**config.mk**
```make
export PLATFORM = sky130hd
export DESIGN_NAME = apm_ctrl
export DESIGN_NICKNAME = d
export VERILOG_FILES = /design/src/apm_pkg.sv /design/src/apm_ctrl.sv
export VERILOG_INCLUDE_DIRS = /design/src
export SDC_FILE = /design/constraint.sdc
export NUM_CORES = 1
export LEC_CHECK = 0
export ABC_AREA = 0
export BUFFER_PORTS_ARGS = -buffer_cell sky130_fd_sc_hd__buf_4
export CAP_MARGIN = 20
export CORE_MARGIN = 2
export CORE_UTILIZATION = 56
export DETAILED_ROUTE_END_ITERATION = 10
export PLACE_DENSITY = 0.77
export SLEW_MARGIN = 20
export SYNTH_ARGS = -nofsm -noshare
export SYNTH_HDL_FRONTEND = slang
export SYNTH_SLANG_ARGS = --single-unit
```
**constraint.sdc**
```tcl
create_clock -name clock -period 17.3 [get_ports clock]
set_input_delay 2.595 -clock clock [delete_from_list [all_inputs] [get_ports clock]]
set_output_delay 2.595 -clock clock [all_outputs]
set_load 0.02 [all_outputs]
```
**src/apm_cfg.svh**
```systemverilog
`ifndef APM_CFG_SVH
`define APM_CFG_SVH

// ----------------------------------------------------------------------
// Register offsets (byte addresses)
// ----------------------------------------------------------------------
`define APM_OFS_CTRL      8'h00
`define APM_OFS_STATUS    8'h04
`define APM_OFS_RESULT    8'h08
`define APM_OFS_PINDIR    8'h0c
`define APM_OFS_ANASEL    8'h10

// ----------------------------------------------------------------------
// Control register field positions
// ----------------------------------------------------------------------
`define APM_B_DONE        0
`define APM_B_SAMP        1
`define APM_B_RCSEL       2
`define APM_B_IRQEN       3
`define APM_B_TRIG_LO     4
`define APM_B_TRIG_HI     7
`define APM_B_TENBIT      10
`define APM_B_IDLESTOP    13
`define APM_B_ON          15

// ----------------------------------------------------------------------
// Codes and reset values
// ----------------------------------------------------------------------
`define APM_TRIG_AUTO     4'h7
`define APM_RST_PINDIR    16'hffff
`define APM_RST_ANASEL    16'hffff

// ----------------------------------------------------------------------
// Timing
// ----------------------------------------------------------------------
`define APM_CLK_NS        10
`define APM_TAD_NS        300
`define APM_TAD_CYC       ((`APM_TAD_NS + `APM_CLK_NS - 1) / `APM_CLK_NS)
`define APM_SAMPLE_TADS   14

`endif

```
**src/apm_pkg.sv**
```systemverilog
package apm_pkg;

    // Converter sequencing states
    typedef enum logic [1:0] {ST_OFF, ST_READY, ST_SAMPLE, ST_CONVERT} apm_state_e;

    // Classic wishbone request from the master
    typedef struct packed {
        logic        cyc;
        logic        stb;
        logic        we;
        logic [7:0]  adr;
        logic [3:0]  sel;
        logic [31:0] dat;
    } apm_wb_req_s;

    // Complete state of the controller
    typedef struct packed {
        apm_state_e  state;
        logic        module_on;
        logic        idle_stop_select;
        logic        rc_clock_select;
        logic        conv_irq_enable;
        logic        ten_bit;
        logic [3:0]  trigger_source_select;
        logic        done;
        logic        aborted;
        logic        self_off;
        logic [11:0] result;
        logic [11:0] sar_code;
        logic [3:0]  sar_idx;
        logic [15:0] diff_h;
        logic [15:0] span_h;
        logic [4:0]  tad_cnt;
        logic [3:0]  smp_cnt;
        logic [15:0] pin_dir;
        logic [15:0] ana_sel;
        logic        rc_s1;
        logic        rc_s2;
        logic        rc_s3;
        logic        ack;
        logic [31:0] rdata;
        logic        clk_en;
        logic        irq;
        logic        wake;
        logic        sample_on;
    } apm_state_s;

endpackage

```
**src/apm_ctrl.sv**
```systemverilog
// Implementation choices: the register offsets and the Wishbone slave port.
`timescale 1ns/1ps
`include "apm_cfg.svh"
// How it works
// - Sleep without the RC clock stops the converter clock and holds it low.
// - Sleep aborts a running conversion unless the RC clock is selected.
// - An aborted conversion never resumes; a new sample is needed.
// - Sleep entry and exit leave all control settings untouched.
// - With RC clock, conversion runs in Sleep, sets done, stores result.
// - Interrupt enabled: conversion completion in Sleep or Idle raises a wake-up request.
// - Completion in Sleep with interrupt off switches converter off, module_on stays.
// - Trigger code 0111 is automatic and converts during Sleep.
// - Idle stop bit 13 clear: run in Idle, enabled interrupt wakes.
// - Idle stop bit set: halt in Idle, abort, no resume.
// - Module disable stops clocks, ignores writes, reads give invalid data.
// - Converter can be switched on only while module disable is clear.
// - Reset restores registers, switches converter off, aborts conversion.
// - Reset makes shared pins analog inputs with direction bits set.
// - Result word is not cleared by reset.
// - Code is input difference as fraction of reference difference.
// - 12-bit: step is span/4096, floor to zero, saturate at all ones.
// - 10-bit: step is span/1024, floor to zero, saturate at all ones.
module apm_ctrl
(
    // Clock and reset
    input  wire logic                 clock,
    input  wire logic                 srst,
    // Register bus
    input  wire apm_pkg::apm_wb_req_s wb_req,
    output logic [31:0]               wb_dat_o,
    output logic                      wb_ack_o,
    // Power controller
    input  wire logic                 cpu_sleep,
    input  wire logic                 cpu_idle,
    input  wire logic                 module_disable_bit,
    output logic                      wake_req,
    // RC oscillator pin
    input  wire logic                 rc_osc_pin,
    // Sampled analog front end
    input  wire logic [15:0]          ain_diff,
    input  wire logic [15:0]          aref_span,
    output logic                      sample_switch,
    output logic                      conv_clk_en,
    output logic                      conv_done_irq,
    // Shared pins
    output logic [15:0]               pin_direction_bits,
    output logic [15:0]               analog_select
);
    import apm_pkg::*;

    apm_state_s  st_r;
    apm_state_s  st_nxt;
    logic        run;
    logic        tick;
    logic        done_evt;
    logic        acc;
    logic        wr;
    logic        busy;
    logic [11:0] trial;
    logic [27:0] lhs;
    logic [27:0] rhs;

    // ------------------------------------------------------------------
    // Next-state logic
    // ------------------------------------------------------------------
    always_comb
    begin
        st_nxt   = st_r;
        done_evt = 1'b0;
        trial    = 12'h000;
        lhs      = 28'h0000000;
        rhs      = 28'h0000000;

        // Two-flop synchroniser plus edge stage for the RC oscillator
        st_nxt.rc_s1 = rc_osc_pin;
        st_nxt.rc_s2 = st_r.rc_s1;
        st_nxt.rc_s3 = st_r.rc_s2;

        // Converter clock may run only when no power state blocks it
        run = st_r.module_on && !module_disable_bit && !st_r.self_off
              && !(cpu_sleep && !st_r.rc_clock_select)
              && !(cpu_idle && st_r.idle_stop_select);
        st_nxt.clk_en = run;
        busy = (st_r.state == ST_SAMPLE) || (st_r.state == ST_CONVERT);

        // Conversion clock tick from RC edge or from the system divider
        if (st_r.rc_clock_select)
        begin
            tick = run && st_r.rc_s2 && !st_r.rc_s3;
            st_nxt.tad_cnt = 5'h00;
        end
        else
        begin
            tick = run && (st_r.tad_cnt == 5'(`APM_TAD_CYC - 1));
            st_nxt.tad_cnt = (!run || tick) ? 5'h00 : st_r.tad_cnt + 5'h01;
        end

        // Bus access, acknowledged but otherwise ignored while the module is disabled
        st_nxt.ack = wb_req.cyc && wb_req.stb && !st_r.ack;
        acc = st_nxt.ack;
        wr  = acc && wb_req.we && (wb_req.sel[1:0] == 2'h3)
              && !module_disable_bit;

        // Register reads; disabled module returns zero as invalid data
        st_nxt.rdata = 32'h00000000;
        if (acc && !wb_req.we && !module_disable_bit)
        begin
            unique case (wb_req.adr)
                `APM_OFS_CTRL:
                begin
                    st_nxt.rdata[`APM_B_ON]       = st_r.module_on;
                    st_nxt.rdata[`APM_B_IDLESTOP] = st_r.idle_stop_select;
                    st_nxt.rdata[`APM_B_TENBIT]   = st_r.ten_bit;
                    st_nxt.rdata[`APM_B_TRIG_HI:`APM_B_TRIG_LO] = st_r.trigger_source_select;
                    st_nxt.rdata[`APM_B_IRQEN]    = st_r.conv_irq_enable;
                    st_nxt.rdata[`APM_B_RCSEL]    = st_r.rc_clock_select;
                    st_nxt.rdata[`APM_B_SAMP]     = (st_r.state == ST_SAMPLE);
                    st_nxt.rdata[`APM_B_DONE]     = st_r.done;
                end
                `APM_OFS_STATUS:
                    st_nxt.rdata[5:0] = {st_r.wake, st_r.self_off, st_r.aborted,
                                         run, st_r.state};
                `APM_OFS_RESULT:
                    st_nxt.rdata[11:0] = st_r.result;
                `APM_OFS_PINDIR:
                    st_nxt.rdata[15:0] = st_r.pin_dir;
                `APM_OFS_ANASEL:
                    st_nxt.rdata[15:0] = st_r.ana_sel;
                default:
                    st_nxt.rdata = 32'h00000000;
            endcase
        end

        // Register writes; hardware events below take priority
        if (wr)
        begin
            unique case (wb_req.adr)
                `APM_OFS_CTRL:
                begin
                    st_nxt.module_on        = wb_req.dat[`APM_B_ON];
                    st_nxt.idle_stop_select = wb_req.dat[`APM_B_IDLESTOP];
                    st_nxt.ten_bit          = wb_req.dat[`APM_B_TENBIT];
                    st_nxt.trigger_source_select =
                        wb_req.dat[`APM_B_TRIG_HI:`APM_B_TRIG_LO];
                    st_nxt.conv_irq_enable  = wb_req.dat[`APM_B_IRQEN];
                    st_nxt.rc_clock_select  = wb_req.dat[`APM_B_RCSEL];
                    if (!wb_req.dat[`APM_B_DONE])
                        st_nxt.done = 1'b0;
                    if (!wb_req.dat[`APM_B_DONE])
                        st_nxt.aborted = 1'b0;
                    // Software sample start from ready
                    if (wb_req.dat[`APM_B_SAMP] && st_r.state == ST_READY && run)
                    begin
                        st_nxt.state   = ST_SAMPLE;
                        st_nxt.smp_cnt = 4'h0;
                    end
                    // Manual trigger: clearing samp ends sampling after a full step
                    if (!wb_req.dat[`APM_B_SAMP] && st_r.state == ST_SAMPLE
                        && st_r.smp_cnt != 4'h0
                        && st_r.trigger_source_select != `APM_TRIG_AUTO)
                    begin
                        st_nxt.state    = ST_CONVERT;
                        st_nxt.diff_h   = ain_diff;
                        st_nxt.span_h   = aref_span;
                        st_nxt.sar_code = 12'h000;
                        st_nxt.sar_idx  = st_r.ten_bit ? 4'h9 : 4'hb;
                    end
                end
                `APM_OFS_PINDIR:
                    st_nxt.pin_dir = wb_req.dat[15:0];
                `APM_OFS_ANASEL:
                    st_nxt.ana_sel = wb_req.dat[15:0];
                default:
                    st_nxt.pin_dir = st_nxt.pin_dir;
            endcase
        end

        // Sequencer; power states only halt it, they never edit settings
        unique case (st_r.state)
            ST_OFF:
                if (st_r.module_on && !module_disable_bit)
                    st_nxt.state = ST_READY;
            ST_READY:
                // Automatic trigger samples on its own, also in Sleep
                if (run && st_r.trigger_source_select == `APM_TRIG_AUTO
                    && !st_r.done && !st_r.aborted)
                begin
                    st_nxt.state   = ST_SAMPLE;
                    st_nxt.smp_cnt = 4'h0;
                end
            ST_SAMPLE:
                if (tick)
                begin
                    st_nxt.smp_cnt = st_r.smp_cnt + 4'h1;
                    if (st_r.trigger_source_select == `APM_TRIG_AUTO
                        && st_r.smp_cnt == 4'(`APM_SAMPLE_TADS - 1))
                    begin
                        st_nxt.state    = ST_CONVERT;
                        st_nxt.diff_h   = ain_diff;
                        st_nxt.span_h   = aref_span;
                        st_nxt.sar_code = 12'h000;
                        st_nxt.sar_idx  = st_r.ten_bit ? 4'h9 : 4'hb;
                    end
                end
            ST_CONVERT:
                if (tick)
                begin
                    // One successive-approximation bit per conversion clock
                    trial = st_r.sar_code | (12'h001 << st_r.sar_idx);
                    lhs   = 28'(trial) * 28'(st_r.span_h);
                    rhs   = st_r.ten_bit ? (28'(st_r.diff_h) << 10)
                                         : (28'(st_r.diff_h) << 12);
                    if (lhs <= rhs)
                        st_nxt.sar_code = trial;
                    if (st_r.sar_idx == 4'h0)
                    begin
                        done_evt      = 1'b1;
                        st_nxt.state  = ST_READY;
                        st_nxt.result = st_nxt.sar_code;
                        st_nxt.done   = 1'b1;
                    end
                    else
                        st_nxt.sar_idx = st_r.sar_idx - 4'h1;
                end
        endcase

        // Any halt mid-sample or mid-conversion discards the partial work
        if (busy && !run)
        begin
            st_nxt.state    = ST_READY;
            st_nxt.aborted  = 1'b1;
            st_nxt.sar_code = 12'h000;
            done_evt        = 1'b0;
            st_nxt.done     = st_r.done;
            st_nxt.result   = st_r.result;
        end
        if (!st_nxt.module_on)
            st_nxt.state = ST_OFF;

        // Completion events: wake request or self switch-off in Sleep
        if (done_evt && st_r.conv_irq_enable && (cpu_sleep || cpu_idle))
            st_nxt.wake = 1'b1;
        else if (!cpu_sleep && !cpu_idle)
            st_nxt.wake = 1'b0;
        if (done_evt && cpu_sleep && !st_r.conv_irq_enable)
            st_nxt.self_off = 1'b1;
        else if (!cpu_sleep)
            st_nxt.self_off = 1'b0;
        st_nxt.irq = st_nxt.done && st_nxt.conv_irq_enable;

        // Sample switch is registered so the analog switch never sees a decode glitch
        st_nxt.sample_on = (st_nxt.state == ST_SAMPLE);

        // Synchronous reset; the result word keeps its contents
        if (srst)
        begin
            st_nxt          = '0;
            st_nxt.state    = ST_OFF;
            st_nxt.pin_dir  = `APM_RST_PINDIR;
            st_nxt.ana_sel  = `APM_RST_ANASEL;
            st_nxt.result   = st_r.result;
        end
    end

    // ------------------------------------------------------------------
    // State register
    // ------------------------------------------------------------------
    always_ff @(posedge clock)
    begin
        st_r <= st_nxt;
    end

    // Outputs straight from the state register
    assign wb_dat_o           = st_r.rdata;
    assign wb_ack_o           = st_r.ack;
    assign wake_req           = st_r.wake;
    assign sample_switch      = st_r.sample_on;
    assign conv_clk_en        = st_r.clk_en;
    assign conv_done_irq      = st_r.irq;
    assign pin_direction_bits = st_r.pin_dir;
    assign analog_select      = st_r.ana_sel;
endmodule

```
# --- Yosys cells after proc, flatten, opt, wreduce, memory -nomap -nowiden ---
# Index checks and enable logic that the tools add are counted.
# Widths: inputs -> output; s select.
totals:
  ff_bits: 155
  out_inout_bits: 69
  in_bits: 85
  wordCells: 176
classes:
  n_shift: 1
  n_mul: 1
  bitwise_logic: 4
  muxes: 57
  n_reduce_logical: 65
  n_eq_ne: 15
  n_addsub: 3
  order_cmp: 1
ops:
  columns: ["cell", "n"]
  rows:
  - ["$mux 48", 5]
  - ["$mux 16", 3]
  - ["$mux 36", 1]
  - ["$logic_and 1x1->1", 32]
  - ["$mux 32", 1]
  - ["$pmux 16 s2", 1]
  - ["$pmux 6 s5", 1]
  - ["$le 28x28->1", 1]
  - ["$mul 12x16->28", 1]
  - ["$mux 28", 1]
  - ["$mux 13", 2]
  - ["$mux 2", 12]
  - ["$mux 4", 5]
  - ["$eq 8x4->1 const B", 2]
  - ["$pmux 2 s4", 2]
  - ["$logic_not 1->1", 15]
  - ["$mux 1", 14]
  - ["$mux 12", 1]
  - ["$or 12x12->12", 1]
  - ["$shl 1x4->12 const A", 1]
  - ["$pmux 1 s3", 3]
  - ["$eq 2x2->1 const B", 4]
  - ["$eq 8x3->1 const B", 1]
  - ["$eq 8x5->1 const B", 1]
  - ["other kinds (25)", 36]

# --- Logic depth before layout (Yosys ltp) ---
logic_depth:
  depth_word: 16
  depth_mapped: 34
  mapped_depth_nobuf: 32

# --- Worst setup path after synthesis ---
# No wires, ideal clock.
synth_path:
  path_type: "register to register"
  start: "register st_r[115] (netlist name)"
  end: "register st_r[123] (netlist name)"
  arrival_time_ns: 7.502
  path_buffers: 2
  synth_period_minus_slack_ns: 7.572
  t_required_ns: 17.230
  slack_ns: 9.728
  setup_time_ns: 0.070
  path_stages_with_launch: 31
  cell_sequence: "dfxtp_1 -> nor2b_1 -> a21o_1 -> clkbuf_1 -> nand2_1 -> fa_1 -> inv_1 -> fa_1 -> fa_1 -> inv_1 -> fa_1 -> fa_1 -> inv_1 -> ha_1 -> a21o_1 -> a21o_1 -> a2111oi_0 -> a211oi_1 -> a21o_1 -> a21o_1 -> a21oi_1 -> xnor2_1 -> ha_1 -> nand4_1 -> nor4_1 -> nand4_1 -> a2111oi_4 -> a21oi_2 -> buf_6 -> or3_1 -> a21oi_1"
synth_between:
  elab_chain_cells: 7
synth_rtl:
  columns: ["element", "line_no", "rtl"]
  rows:
  - ["start: declaration", "apm_ctrl.sv:51", "apm_state_s st_r;"]
  - ["start signal: assignment", "apm_ctrl.sv:270", "st_r <= st_nxt;"]
  - ["$shl 1x4->12 *", "apm_ctrl.sv:209", "trial = st_r.sar_code | (12'h001 << st_r.sar_idx);"]
  - ["$or 12x12->12 *", "apm_ctrl.sv:209", null]
  - ["$mul 12x16->28", "apm_ctrl.sv:210", "lhs = 28'(trial) * 28'(st_r.span_h);"]
  - ["$le 28x28->1", "apm_ctrl.sv:213", "if (lhs <= rhs)"]
  - ["$mux 12 *", "apm_ctrl.sv:213", null]
  - ["$mux 16 *", "apm_ctrl.sv:206", "if (tick)"]
  - ["$pmux 16 s2 *", "apm_ctrl.sv:179", "unique case (st_r.state)"]
# Mark *: on every way between the ends. The rest lies on a longest branch, timed or not.
# A chain may end at the register's enable or synchronous reset.

# --- Worst setup path after layout ---
layout_path:
  start: "register st_r[115] (netlist name)"
  end: "register st_r[139] (netlist name) (data pin)"
layout_between:
  elab_chain_cells: 5
layout_rtl:
  columns: ["element", "line_no"]
  rows:
  - ["$shl 1x4->12 *", "apm_ctrl.sv:209"]
  - ["$or 12x12->12 *", "apm_ctrl.sv:209"]
  - ["$mul 12x16->28", "apm_ctrl.sv:210"]
  - ["$le 28x28->1", "apm_ctrl.sv:213"]
  - ["$mux 12 *", "apm_ctrl.sv:213"]
# Marks and branches as above.

==> impl_results.md <==
- CTS tree: built
- I/O pin cnt: 154
- Final WL: 31500 um
- Starting DRT DRC Count: 1008
- Largest net degree at the start of global routing: 94
- Num CTS Buffers: 17
- RePlAce Congestion: 0.885
- Residual DRC: 0
- Cell with the most instances after synthesis: nand2_1
- Register area share after synthesis: 22.3%
- Core Rows: 55
- Startpoint class of the critical path: flop
- Slowest cell delay on critical path: 0.74 ns
- WP data arrival: 9.67 ns
- Yosys reg bits: 139
- Clock Latency Late Sink: 0.44 ns
- CP Capture Type: flop
- Synth Warn #: 0
- CTS root buf: clkbuf_16
- Setup Viol. Count Final: 0
- Uppermost layer routed: met4
- CTS resizes: 0
- Overall routing resource usage: 26.8%
- Fmax: 0.105 GHz
- Clk sinks: 139
- Worst hold path type: reg -> reg
- Worst setup path category: reg -> reg
- Slew Viols, Final: 0
- Layout Nets: 1865
- Area grow syn2layout: 9.32%
- MaxCap Viol Count: 0
- Static Leak: 6.42 nW
- Netlist Area Pre-Place: 13000 um^2
- Crit-path max FO: 26
- Hold_buf cts: 0
- Die Wd: 156 um
- Setup ws final: 7.76 ns
- Antenna violations before repair: 1
- DRT Pass-1 Iters: 6
- Worst vdd rail ir drop: 0.0645 mV
- Post-DP HPWL: 22900 um
- Hold Violations, Final: 0
- Final ANT Viol Nets: 0
- Post-synthesis cell type count: 65
- Avg WL per Cell: 17.1 um
- Syn avg cell area: 8.56 um^2
- Main synth FF type: dfxtp_1
- Place WS: 8.15 ns
- Top post-synthesis cells by area: fa_1 (22%), dfxtp_1 (20%), ha_1 (9.4%), nand2_1 (7.5%), inv_1 (5.2%)
- CP bufs+invs: 2
- Port bufs: 119
- Vias: 10538
- Pin slew with the least headroom to its limit: 0.998 ns
- Area leader, netlist: fa_1
- Post-CTS setup buffers: 0
- Cell count after synthesis: 1517
- Tcrit/Tclk final: 55.2%
- Clock Skew: 0.0205 ns
- Clock Path Buffers: 2
- Power Density: 52.6 nW/um^2
- Ys async rst share: 0%
- WL met3: 2340 um
- Die area: 24400 um^2
- Vias in the first global route: 10628
- WL met2: 15100 um
- Worst EP required: 17.43 ns
- Slew HR: 33.2%
- First-pass GRT wire length: 52100 um
- Vias per std cell: 5.73
- Setup tns final: 0 ns
- CP delay by family, top: compound AO/OA/AOI/OAI gates
- Period minus WS final: 9.54 ns
- N_diodes: 0
- Core ar.: 22700 um^2
- Final core occ: 62.5%
- Status: completed
- H-tree Lvls: 4
- Effective utilization at floorplan: 57.2%
- RSZ-0062 raised after global routing: no
- Layout cells sized above 1: 11.3%
- CP max stage cell: a21o_1
- Clk slew on worst S/H paths: 0.08 ns
- Top cell type's share of synthesized area: 21.6%
- Synth cell count leaders: nand2_1 (261), inv_1 (179), fa_1 (140)
- Die height: 156 um
- Grt ovf: 0
- M1 WL: 13100 um
- Number of flops mapped to enable cells by yosys: 12
## flip-flops by register name (all words and copies together) (netlist names)
name                flops
analog_select          16
conv_clk_en             1
conv_done_irq           1
pin_direction_bits     16
sample_switch           1
st_r                   86
wake_req                1
wb_ack_o                1
wb_dat_o               16
## layer usage
layer  global-route usage (%)  vias up
met1                     34.6     5152
met4                     10.8        0
met5                        0        -
met2                     44.3      420
met3                     5.32       64
li1                         -     4902
## layout make-up
cell class | instances | area, um^2
Multi-Input combinational cell | 1080 | 8720
Clock buffer | 18 | 439
Sequential cell | 139 | 2900
Clock inverter | 14 | 178
Inverter | 179 | 672
Timing Repair Buffer | 125 | 938
Tap cell | 285 | 357
Fill cell | 1924 | 8510
## power by group
part	switching, mW	internal, mW
Clock	0.175	0.223
Sequential	0.000128	0.324
Combinational	0.0127	0.0120
Total	0.188	0.559
## logic make-up after synthesis
logic type / count (synthesis) / share of synthesized area, %
XOR/XNOR: 26 / 1.75
other: 1 / 0.0289
AO/OA/AOI/OAI: 243 / 12.2
adder cells (fa/ha/maj): 238 / 31.0
buffers and inverters: 313 / 11.0
multiplexers: 18 / 1.42
AND/OR/NAND/NOR: 539 / 20.2
flip-flops: 139 / 22.3
## placed cells by master, fill, tap and decap left out, types with 14 or more instances in the layout
| cell type | netlist | final |
|---|---|---|
| inv_1 | 179 | 179 |
| a211o_1 | 16 | 16 |
| o21ai_0 | 35 | 35 |
| a21o_1 | 25 | 25 |
| clkbuf_16 | 0 | 17 |
| dfxtp_1 | 127 | 127 |
| nand2_1 | 261 | 261 |
| xnor2_1 | 17 | 17 |
| mux2i_1 | 15 | 15 |
| fa_1 | 140 | 140 |
| nor2_1 | 53 | 53 |
| buf_4 | 65 | 125 |
| conb_1 | 1 | 16 |
| nor2b_1 | 30 | 30 |
| a222oi_1 | 14 | 14 |
| ha_1 | 98 | 98 |
| and2_1 | 99 | 98 |
| nand3b_1 | 21 | 21 |
| a21oi_1 | 100 | 99 |
## worst reg2reg max path: stages, from the launching register on
cell and delay (ns):
dfxtp_1 0.44, nor2b_1 0.45, a21o_1 0.74, and2_1 0.26
fa_1 0.44, fa_1 0.51, inv_1 0.05, fa_1 0.57
fa_1 0.44, fa_1 0.50, inv_1 0.04, ha_1 0.35
a21o_1 0.21, a21o_1 0.20, a2111oi_0 0.42, a211oi_1 0.20
a21o_1 0.23, a21o_1 0.17, a21oi_1 0.16, xnor2_1 0.13
ha_1 0.32, nand4_1 0.13, nor4_1 0.62, o21ai_0 0.34
o2111ai_1 0.20, a21oi_1 0.12, a21oi_2 0.71, o21ai_0 0.30
## path summary, 6_finish.rpt
path,start,to,slack [ns],depth (start not counted)
setup / recovery,st_r[115],st_r[139],7.76,27
hold / removal,st_r[39],st_r[38],0.44,1
setup reg to reg,st_r[115],st_r[139],7.76,27
hold reg to reg,st_r[39],st_r[38],0.44,1
## stage by stage
step	total power, mW	instance area, um^2	std cells	hold WS (ns)
after floorplan	0.344	13000	1532	0.414
after global placement	0.356	13600	1808	0.421
after detailed placement	0.356	13600	1808	0.431
after CTS	0.748	14200	1840	0.448
after global routing	0.763	14200	1840	0.466
final	0.747	14200	1840	0.442
No activity file was read; power rests on OpenSTA's default activity.
